### config.mk
export PLATFORM = sky130hd
export DESIGN_NAME = wdt_timer
export DESIGN_NICKNAME = d
export VERILOG_FILES = /design/src/hdl/wdt_pkg.sv /design/src/hdl/wdt_edge_sync.sv /design/src/hdl/wdt_timer.sv
export SDC_FILE = /design/constraint.sdc
export NUM_CORES = 1
export LEC_CHECK = 0
export BUFFER_PORTS_ARGS = -buffer_cell sky130_fd_sc_hd__buf_2
export CAP_MARGIN = 20
export CORE_MARGIN = 2
export CORE_UTILIZATION = 55
export CTS_BUF_LIST = sky130_fd_sc_hd__clkbuf_8
export CTS_CLUSTER_SIZE = 20
export DETAILED_ROUTE_END_ITERATION = 7
export PLACE_DENSITY_LB_ADDON = 0.2
export SLEW_MARGIN = 5
export SYNTH_ARGS = -nofsm -noshare
export SYNTH_HDL_FRONTEND = slang
export SYNTH_HIERARCHICAL = 1
export SYNTH_SLANG_ARGS = --single-unit
### constraint.sdc
create_clock -name mclk_in -period 7 [get_ports mclk_in]
set_input_delay 0.35 -clock mclk_in [delete_from_list [all_inputs] [get_ports mclk_in]]
set_output_delay 0.35 -clock mclk_in [all_outputs]
set_load 0.01 [all_outputs]
### src/hdl/wdt_pkg.sv
// constants, register map and carrier types for the watchdog timer
// assumes a 50 MHz system clock and a word-wide wishbone slave port
package wdt_pkg;

  // ----------------------------------------------------------------
  // register indices (byte address is four times the index)
  // ----------------------------------------------------------------
  localparam int ADR_W = 18;
  localparam logic [15:0] IDX_CONTROL = 16'hF020;
  localparam logic [15:0] IDX_PRESC_VALUE = 16'hF021;
  localparam logic [15:0] IDX_PRESC_WRAP = 16'hF022;
  localparam logic [15:0] IDX_COUNTDOWN = 16'hF023;
  localparam logic [15:0] IDX_TRIG_STATUS = 16'hF024;
  localparam logic [15:0] IDX_IRQ_STATUS = 16'hF025;
  localparam logic [15:0] IDX_IRQ_CLEAR = 16'hF026;
  localparam logic [15:0] IDX_IRQ_ENABLE = 16'hF027;

  // ----------------------------------------------------------------
  // field layout
  // ----------------------------------------------------------------
  localparam int PRESC_W = 16;
  localparam int COUNT_W = 12;
  localparam int IRQ_W = 2;
  localparam int CTRL_W = 2;
  localparam int CTRL_COUNT_EN_BIT = 0;
  localparam int CTRL_TRIGGER_EN_BIT = 1;
  localparam int STATUS_TRIGGERED_BIT = 0;
  localparam int IRQ_EXPIRED_BIT = 0;
  localparam int IRQ_WRAP_BIT = 1;

  // ----------------------------------------------------------------
  // reset values
  // ----------------------------------------------------------------
  localparam logic [CTRL_W-1:0] CTRL_RESET = 2'h0;
  localparam logic [PRESC_W-1:0] PRESC_RESET = 16'h0000;
  localparam logic [PRESC_W-1:0] WRAP_RESET = 16'hFFFF;
  localparam logic [COUNT_W-1:0] COUNT_RESET = 12'hFFF;
  localparam logic [IRQ_W-1:0] IRQ_RESET = 2'h0;

  // ----------------------------------------------------------------
  // timing
  // ----------------------------------------------------------------
  localparam int CLK_PERIOD_NS = 20;
  localparam int RESET_PULSE_NS = 320;
  localparam int RESET_PULSE_CYC =
    (RESET_PULSE_NS + CLK_PERIOD_NS - 1) / CLK_PERIOD_NS;
  localparam int PULSE_CNT_W = $clog2(RESET_PULSE_CYC + 1);

  // ----------------------------------------------------------------
  // carrier types
  // ----------------------------------------------------------------
  typedef struct packed {
    logic trigger_en;
    logic count_en;
  } wdt_ctrl_s;

  typedef struct packed {
    logic wrap;
    logic expired;
  } wdt_irq_s;

endpackage

### src/hdl/wdt_edge_sync.sv
// two-flop synchroniser with rising-edge detector for a pin input
// assumes the pin toggles slower than half the system clock rate
module wdt_edge_sync (
  input wire logic clk_in,
  input wire logic rst_in,
  input wire logic async_in,
  output logic rise_out
);

  logic meta;
  logic stable;
  logic stable_d;

  // the first stage feeds only the second; the detector looks later
  always_ff @(posedge clk_in) begin
    if (rst_in) begin
      meta <= 1'b0;
      stable <= 1'b0;
      stable_d <= 1'b0;
    end else begin
      meta <= async_in;
      stable <= meta;
      stable_d <= stable;
    end
  end

  assign rise_out = stable & ~stable_d;

endmodule

### src/hdl/wdt_timer.sv
// watchdog timer: oscillator-driven prescaler, 12-bit countdown,
// chip-reset pulse, sticky trigger flag and interrupt registers
// assumes a classic wishbone master on mclk_in and a separate
// power-on reset that is distinct from the chip reset it drives

// Functional notes
// after reset the countdown is stopped and the chip reset disarmed.
// control bit 0 lets the countdown advance; resets to 0.
// control bit 1 arms the chip reset on zero; resets to 0.
// counting without arming runs the countdown but never resets chip.
// 16-bit prescaler counts oscillator pin edges, readable read-only.
// prescaler equal to wrap setting returns to zero and steps countdown.
// oscillator divided by wrap setting plus one; wrap resets to FFFF.
// 12-bit read-write countdown, resets to FFF, one step per wrap.
// countdown at zero while armed asserts a whole-chip reset.
// a software write to the countdown loads a new time-out count.
// software must rewrite the countdown before it reaches zero.
// status bit 0 reads 1 once the watchdog fired, read-only.
// trigger flag survives chip reset, cleared only by power-on reset.
// prescaler and countdown timed by oscillator pin, not the pll.
// disarmed countdown holds at zero until software writes it.
module wdt_timer (
  input wire logic mclk_in,
  input wire logic sys_rst_in,
  input wire logic por_rst_in,
  input wire logic oscillator_input_pin_in,
  input wire logic wb_cyc_in,
  input wire logic wb_stb_in,
  input wire logic wb_we_in,
  input wire logic [3:0] wb_sel_in,
  input wire logic [wdt_pkg::ADR_W-1:0] wb_adr_in,
  input wire logic [31:0] wb_dat_in,
  output logic [31:0] wb_dat_out,
  output logic wb_ack_out,
  output logic chip_reset_out,
  output logic irq_out
);

  // ----------------------------------------------------------------
  // state
  // ----------------------------------------------------------------
  logic rst;
  logic osc_edge;
  logic wb_ack;
  logic [31:0] rd_data;
  wdt_pkg::wdt_ctrl_s ctrl;
  logic [wdt_pkg::PRESC_W-1:0] presc;
  logic [wdt_pkg::PRESC_W-1:0] wrap;
  logic [wdt_pkg::COUNT_W-1:0] count;
  logic triggered;
  logic [wdt_pkg::PULSE_CNT_W-1:0] pulse_cnt;
  wdt_pkg::wdt_irq_s irq_status;
  wdt_pkg::wdt_irq_s irq_enable;
  wdt_pkg::wdt_irq_s irq_event;
  wdt_pkg::wdt_irq_s irq_clear;

  // power-on reset implies a system reset for everything not sticky
  assign rst = sys_rst_in | por_rst_in;

  // ----------------------------------------------------------------
  // oscillator pin crossing
  // ----------------------------------------------------------------
  // counting synchronised edges keeps the timebase tied to the crystal
  // and not to the pll; the pin must stay below 25 MHz
  wdt_edge_sync u_osc_sync (
    .clk_in(mclk_in),
    .rst_in(rst),
    .async_in(oscillator_input_pin_in),
    .rise_out(osc_edge)
  );

  // ----------------------------------------------------------------
  // bus decode
  // ----------------------------------------------------------------
  logic req;
  logic wr;
  logic rd;
  logic [15:0] idx;
  logic hit_ctrl;
  logic hit_presc;
  logic hit_wrap;
  logic hit_count;
  logic hit_trig;
  logic hit_irq_status;
  logic hit_irq_clear;
  logic hit_irq_enable;

  assign req = wb_cyc_in & wb_stb_in & ~wb_ack;
  assign wr = req & wb_we_in;
  assign rd = req & ~wb_we_in;
  assign idx = wb_adr_in[wdt_pkg::ADR_W-1:2];
  assign hit_ctrl = idx == wdt_pkg::IDX_CONTROL;
  assign hit_presc = idx == wdt_pkg::IDX_PRESC_VALUE;
  assign hit_wrap = idx == wdt_pkg::IDX_PRESC_WRAP;
  assign hit_count = idx == wdt_pkg::IDX_COUNTDOWN;
  assign hit_trig = idx == wdt_pkg::IDX_TRIG_STATUS;
  assign hit_irq_status = idx == wdt_pkg::IDX_IRQ_STATUS;
  assign hit_irq_clear = idx == wdt_pkg::IDX_IRQ_CLEAR;
  assign hit_irq_enable = idx == wdt_pkg::IDX_IRQ_ENABLE;

  // byte-lane merge: lanes without a select keep the old contents
  function automatic logic [31:0] merge(
    input logic [31:0] old_word,
    input logic [31:0] new_word,
    input logic [3:0] sel
  );
    logic [31:0] r;
    r = old_word;
    for (int b = 0; b < 4; b++) begin
      if (sel[b]) begin
        r[8*b +: 8] = new_word[8*b +: 8];
      end
    end
    return r;
  endfunction

  logic [31:0] ctrl_word;
  logic [31:0] wrap_word;
  logic [31:0] count_word;
  logic [31:0] enable_word;
  logic [31:0] clear_word;

  assign ctrl_word = merge({30'h0, ctrl}, wb_dat_in, wb_sel_in);
  assign wrap_word = merge({16'h0, wrap}, wb_dat_in, wb_sel_in);
  assign count_word = merge({20'h0, count}, wb_dat_in, wb_sel_in);
  assign enable_word = merge({30'h0, irq_enable}, wb_dat_in, wb_sel_in);
  assign clear_word = merge(32'h0, wb_dat_in, wb_sel_in);

  // ----------------------------------------------------------------
  // control register
  // ----------------------------------------------------------------
  always_ff @(posedge mclk_in) begin
    if (rst) begin
      ctrl <= wdt_pkg::CTRL_RESET;
    end else if (wr && hit_ctrl) begin
      ctrl.count_en <= ctrl_word[wdt_pkg::CTRL_COUNT_EN_BIT];
      ctrl.trigger_en <= ctrl_word[wdt_pkg::CTRL_TRIGGER_EN_BIT];
    end
  end

  // ----------------------------------------------------------------
  // prescaler
  // ----------------------------------------------------------------
  logic wrap_tick;

  assign wrap_tick = osc_edge & (presc == wrap);

  always_ff @(posedge mclk_in) begin
    if (rst) begin
      wrap <= wdt_pkg::WRAP_RESET;
    end else if (wr && hit_wrap) begin
      wrap <= wrap_word[wdt_pkg::PRESC_W-1:0];
    end
  end

  // a wrap setting written below the current value is passed by once
  // the prescaler rolls over from all ones, with no step on that lap
  always_ff @(posedge mclk_in) begin
    if (rst) begin
      presc <= wdt_pkg::PRESC_RESET;
    end else if (wrap_tick) begin
      presc <= wdt_pkg::PRESC_RESET;
    end else if (osc_edge) begin
      presc <= presc + 1'b1;
    end
  end

  // ----------------------------------------------------------------
  // countdown
  // ----------------------------------------------------------------
  logic count_write;
  logic count_step;

  assign count_write = wr & hit_count;
  // at zero the count stops instead of wrapping, armed or not
  assign count_step = wrap_tick & ctrl.count_en & (count != '0) &
    ~count_write;

  always_ff @(posedge mclk_in) begin
    if (rst) begin
      count <= wdt_pkg::COUNT_RESET;
    end else if (count_write) begin
      count <= count_word[wdt_pkg::COUNT_W-1:0];
    end else if (count_step) begin
      count <= count - 1'b1;
    end
  end

  // ----------------------------------------------------------------
  // chip reset and trigger flag
  // ----------------------------------------------------------------
  logic fire;

  // firing repeats while the count stays at zero and armed, so a chip
  // reset that is not looped back to sys_rst_in still keeps pulsing
  assign fire = ~rst & ctrl.trigger_en & (count == '0) &
    (pulse_cnt == '0);

  // the pulse counter answers only to power-on reset so that the chip
  // reset it drives cannot cut its own pulse short
  always_ff @(posedge mclk_in) begin
    if (por_rst_in) begin
      pulse_cnt <= '0;
    end else if (fire) begin
      pulse_cnt <= wdt_pkg::PULSE_CNT_W'(wdt_pkg::RESET_PULSE_CYC);
    end else if (pulse_cnt != '0) begin
      pulse_cnt <= pulse_cnt - 1'b1;
    end
  end

  assign chip_reset_out = pulse_cnt != '0;

  always_ff @(posedge mclk_in) begin
    if (por_rst_in) begin
      triggered <= 1'b0;
    end else if (fire) begin
      triggered <= 1'b1;
    end
  end

  // ----------------------------------------------------------------
  // interrupts
  // ----------------------------------------------------------------
  assign irq_event.expired = count_step & (count == 12'h001);
  assign irq_event.wrap = wrap_tick;
  assign irq_clear = (wr && hit_irq_clear) ?
    clear_word[wdt_pkg::IRQ_W-1:0] : wdt_pkg::IRQ_RESET;

  // a new event wins over a clear in the same cycle
  always_ff @(posedge mclk_in) begin
    if (rst) begin
      irq_status <= wdt_pkg::IRQ_RESET;
    end else begin
      irq_status <= (irq_status & ~irq_clear) | irq_event;
    end
  end

  always_ff @(posedge mclk_in) begin
    if (rst) begin
      irq_enable <= wdt_pkg::IRQ_RESET;
    end else if (wr && hit_irq_enable) begin
      irq_enable <= enable_word[wdt_pkg::IRQ_W-1:0];
    end
  end

  assign irq_out = |(irq_status & irq_enable);

  // ----------------------------------------------------------------
  // read back and acknowledge
  // ----------------------------------------------------------------
  // unmapped indices and reserved bits read as zero; writes to
  // read-only registers are acknowledged and dropped
  always_comb begin
    rd_data = 32'h0;
    unique case (1'b1)
      hit_ctrl: rd_data = {30'h0, ctrl};
      hit_presc: rd_data = {16'h0, presc};
      hit_wrap: rd_data = {16'h0, wrap};
      hit_count: rd_data = {20'h0, count};
      hit_trig: rd_data = {31'h0, triggered};
      hit_irq_status: rd_data = {30'h0, irq_status};
      hit_irq_enable: rd_data = {30'h0, irq_enable};
      default: rd_data = 32'h0;
    endcase
  end

  always_ff @(posedge mclk_in) begin
    if (rst) begin
      wb_ack <= 1'b0;
    end else begin
      wb_ack <= req;
    end
  end

  always_ff @(posedge mclk_in) begin
    if (rst) begin
      wb_dat_out <= 32'h0;
    end else if (rd) begin
      wb_dat_out <= rd_data;
    end
  end

  assign wb_ack_out = wb_ack;

endmodule

==> reports/metrics.sh <==
CTS.REPORTEDPATHS.CLKPINSLEW_NS=0.09
GRT_START_MAX_NET_PINS=35
MAXCAPVIOLATIONS=0
DETAIL_ROUTE.VIAS_PER_CELL=5.87
FINALSETUPTNS_NS=0
FINAL_SETUP_SKEW_NS=0.0105
CRITICAL_PATH.TOP_DELAY_FAMILY='simple AND/OR/NAND/NOR gates'
SYNTH-EDFF-COUNT=0
SYNTHCELLS=491
POST_ROUTE_CELLS_DRIVE_ABOVE_1_SHARE=0.185
RESULT_OF_THE_RUN='finished clean'
SYNTHARSTFLOPSHARE=0
AREA.GROWTH.SYNTH_TO_FINAL_PCT=11.3
CTS-BUFFERS-INSERTED=9
MAX-SLEW-MARGIN-REL=0.272
TIGHTESTPINTRANSITION_NS=1.09
FINALCOREUTILIZATION=0.634
POSTCTSHOLDBUFS=0
POST_CTS_BUFFERS=0
WORST_PATH_LARGEST_CELL_DELAY_NS=0.52
SYNTH_CELL_TYPE_COUNT=56
FIRST_GLOBAL_VIAS=3554
ROUTE.DETAILED.DRC=0
PATH_BUF_INV=0
FLOORPLAN.ROWS=31
FINALCRITPERIODSHARE=0.353
SYNTH_SEQUENTIAL_AREA_RATIO=0.366
FIRSTDRTPASSITERS=4
DRT_ITER0_MARKERS=329
KIND_OF_END_POINT_OF_THE_CRITICAL_PATH='flop'
WORST-SETUP-PATH-TYPE='reg2reg'
SYNTH-SEQ-CELLS=76
P_SW_FRAC=0.280
DRTANTENNAVIOLNETS=0
POWER_uW=924
CP_MAX_FO=5
CP.ARRIVAL_NS=2.72
NUM_ANTENNA_CELLS=0
YS.FLOP_TYPE='dfxtp_1'
FINAL_NETS=603
INITIAL_CORE_UTIL=0.570
MULTI_INPUT_COMB_AREA_UM2=2440
REGAREA_UM2=1520
STATIC-LEAKAGE-POWER_uW=0.00187
MAX_FREQ_MHz=405
HPWL_MM=7.79
SYNTH_AREA_UM2=4160
PORT_BUFFERS=59
GRT_PASS1_WL_MM=17.4
PATH_CELLS='xor2_1 -> or4b_1 -> or3_1 -> or2_4 -> o21ai_4 -> mux2_1'
CTSRESIZECOUNT=0
WL_MM=10.5
GLOBALROUTEOVERFLOWTOTAL=0
DIE_WIDTH_UM=90.9
POWER_DENSITY_CELLS_nW_PER_UM2=200
CTS_HTREE_LEVELS=3
CLOCK-ROOT-BUFFER='clkbuf_8'
WORST_HOLD_PATH_TYPE='in2reg'
ANTENNA_FOUND_INITIAL=0
RSZ_0062_RAISED_AFTER_GLOBAL_ROUTING='no'
NUMBER_OF_HOLD_VIOLATIONS_IN_THE_FINAL_REPORT=0
MAX-CLOCK-PATH-BUFFERS=2
DIE_AREA_UM2=8270
CTS_TREE='built'
POWER.COMBINATIONAL.FRACTION=0.139
DETAILROUTE.VIA_COUNT=3763
CTS.SINKS=76
SEQ_POWER_SHARE=0.490
P_SW_uW=259
SYNTHESIS.YOSYS.WARNINGS=6
P_INT_uW=665
COREAREA_UM2=7290
SYNTH_AREA_PER_CELL_UM2=8.46
FINAL.FILL_COUNT=659
WORST_SETUP_PATH_START_KIND='flop'
MAXSLEWVIOLCOUNT=0
DIE_Y_UM=90.9
GP_CONGESTION=0.885
IR_DROP_mV=0.0943
GLOBAL_ROUTE.USAGE.TOTAL=0.264
CLOCK_NETWORK_LATENCY_TO_THE_LATER_PIN_OF_THE_WORST_SKEW_PAIR_NS=0.36
P_CLK_FRAC=0.371
SETUP_VIOLATIONS=0
FINALWORSTPATHREQUIREDPERIOD_NS=2.47
TIMING.CRITICAL_PATH.SLOWEST_STAGE_CELL='or4b_1'
IOPINCOUNT=96
WORST_EP_REQUIRED_TIME_NS=7.25
DRT-WIRELENGTH-PER-CELL_UM=16.4
## cells in the final DEF (no fill, tap or decap), drive strengths merged, types with 16 or more instances in the layout
cell    n
dfxtp  76
nor2   63
buf    61
nand2  44
nand3  25
xor2   19
nor3   19
a22o   17
xnor2  17
a22oi  17
mux2i  16
conb   16
## cell usage after synthesis (2+ instances only)
cell,instances,area (µm²)
nand2_1,43,161
xnor2_1,17,149
or3_1,3,18.8
a21oi_1,11,55.1
mux4_2,2,45.0
buf_2,3,15.0
nor4b_1,4,35.0
xor2_1,19,166
buf_1,2,7.51
a31oi_1,5,31.3
o211ai_1,3,22.5
o21ai_1,5,25.0
inv_1,8,30.0
a22o_1,17,149
mux2i_1,16,160
dfxtp_1,76,1520
mux2_2,12,135
o21ai_0,4,20.0
a22oi_1,17,128
ha_1,5,62.6
buf_4,17,128
nor2_1,63,236
nor4_1,7,43.8
nor3_1,18,90.1
and3_1,11,68.8
clkbuf_1,19,71.3
nor2b_1,6,37.5
and4_1,6,52.6
a221oi_1,3,26.3
nand3b_1,3,22.5
and2_1,3,18.8
o21a_1,4,30.0
nand4_1,11,68.8
nand3_1,25,125
nor3b_1,2,15.0
## area by class of cell
class	count	area share
clock buffer	9	0.0268
clock inverter	7	0.0160
inverter	8	0.00649
multi-input combinational	381	0.528
sequential	76	0.329
tap	99	0.0268
timing repair buffer	61	0.0671
## per-stage QoR
step / setup WS (ns) / instances / instance area [µm²] / hold slack (ns)
after floorplan: 4.76 / 506 / 4210 / 0.414
after global placement: 4.43 / 625 / 4430 / 0.422
after detailed placement: 4.33 / 625 / 4430 / 0.430
after CTS: 4.57 / 641 / 4620 / 0.198
after global routing: 4.47 / 641 / 4620 / 0.202
final: 4.53 / 641 / 4620 / 0.199
## state kept, by name, indices dropped and copies added (netlist names)
| name | cells |
|---|---|
| wrap | 16 |
| u_osc_sync/stable_d | 1 |
| ctrl | 2 |
| u_osc_sync/meta | 1 |
| irq_enable | 2 |
| u_osc_sync/stable | 1 |
| wb_dat_out | 16 |
| pulse_cnt | 5 |
| count | 12 |
| wb_ack_out | 1 |
| presc | 16 |
| triggered | 1 |
| irq_status | 2 |
## worst min-delay path: stages
cell	delay, ns
buf_2	0.07
mux2i_1	0.05
nand2_1	0.06
## power by group through the flow
stage | Combinational, µW | Sequential [µW] | Clock, µW
after floorplan | 99.8 | 460 | 0
after global placement | 125 | 462 | 0
after detailed placement | 128 | 462 | 0
after CTS | 129 | 452 | 346
after global routing | 143 | 453 | 365
final | 129 | 452 | 343
## path summary, 6_finish.rpt
check / start / end / slack (ns) / depth (start not counted)
worst min-delay path: wb_dat_in[12] / wrap[12] / 0.20 / 3
worst max-delay path: presc[9] / count[11] / 4.53 / 6
worst max register to register: presc[9] / count[11] / 4.53 / 6
worst min register to register: u_osc_sync/meta / u_osc_sync/stable / 0.45 / 1
## routing by layer
metal / GRT usage / vias to the layer above / share of wire
met3: 0.0509 / 32 / 0.069
met5: 0 / - / 0
met4: 0.107 / 0 / 0.029
met2: 0.425 / 147 / 0.46
li1: - / 1824 / -
met1: 0.347 / 1760 / 0.44
## cell families (layout without fill, tap and decap cells)
| family | Yosys count | in the layout | share of synthesized area |
|---|---|---|---|
| AO/OA/AOI/OAI | 77 | 77 | 0.136 |
| XOR/XNOR | 36 | 36 | 0.0759 |
| adder cells (fa/ha/maj) | 5 | 5 | 0.0151 |
| buffers and inverters | 49 | 85 | 0.0605 |
| flip-flops | 76 | 76 | 0.366 |
| multiplexers | 31 | 31 | 0.0846 |
| other | 1 | 16 | 0.000902 |
| AND/OR/NAND/NOR | 216 | 216 | 0.261 |
No activity file was read; power rests on OpenSTA's default activity.
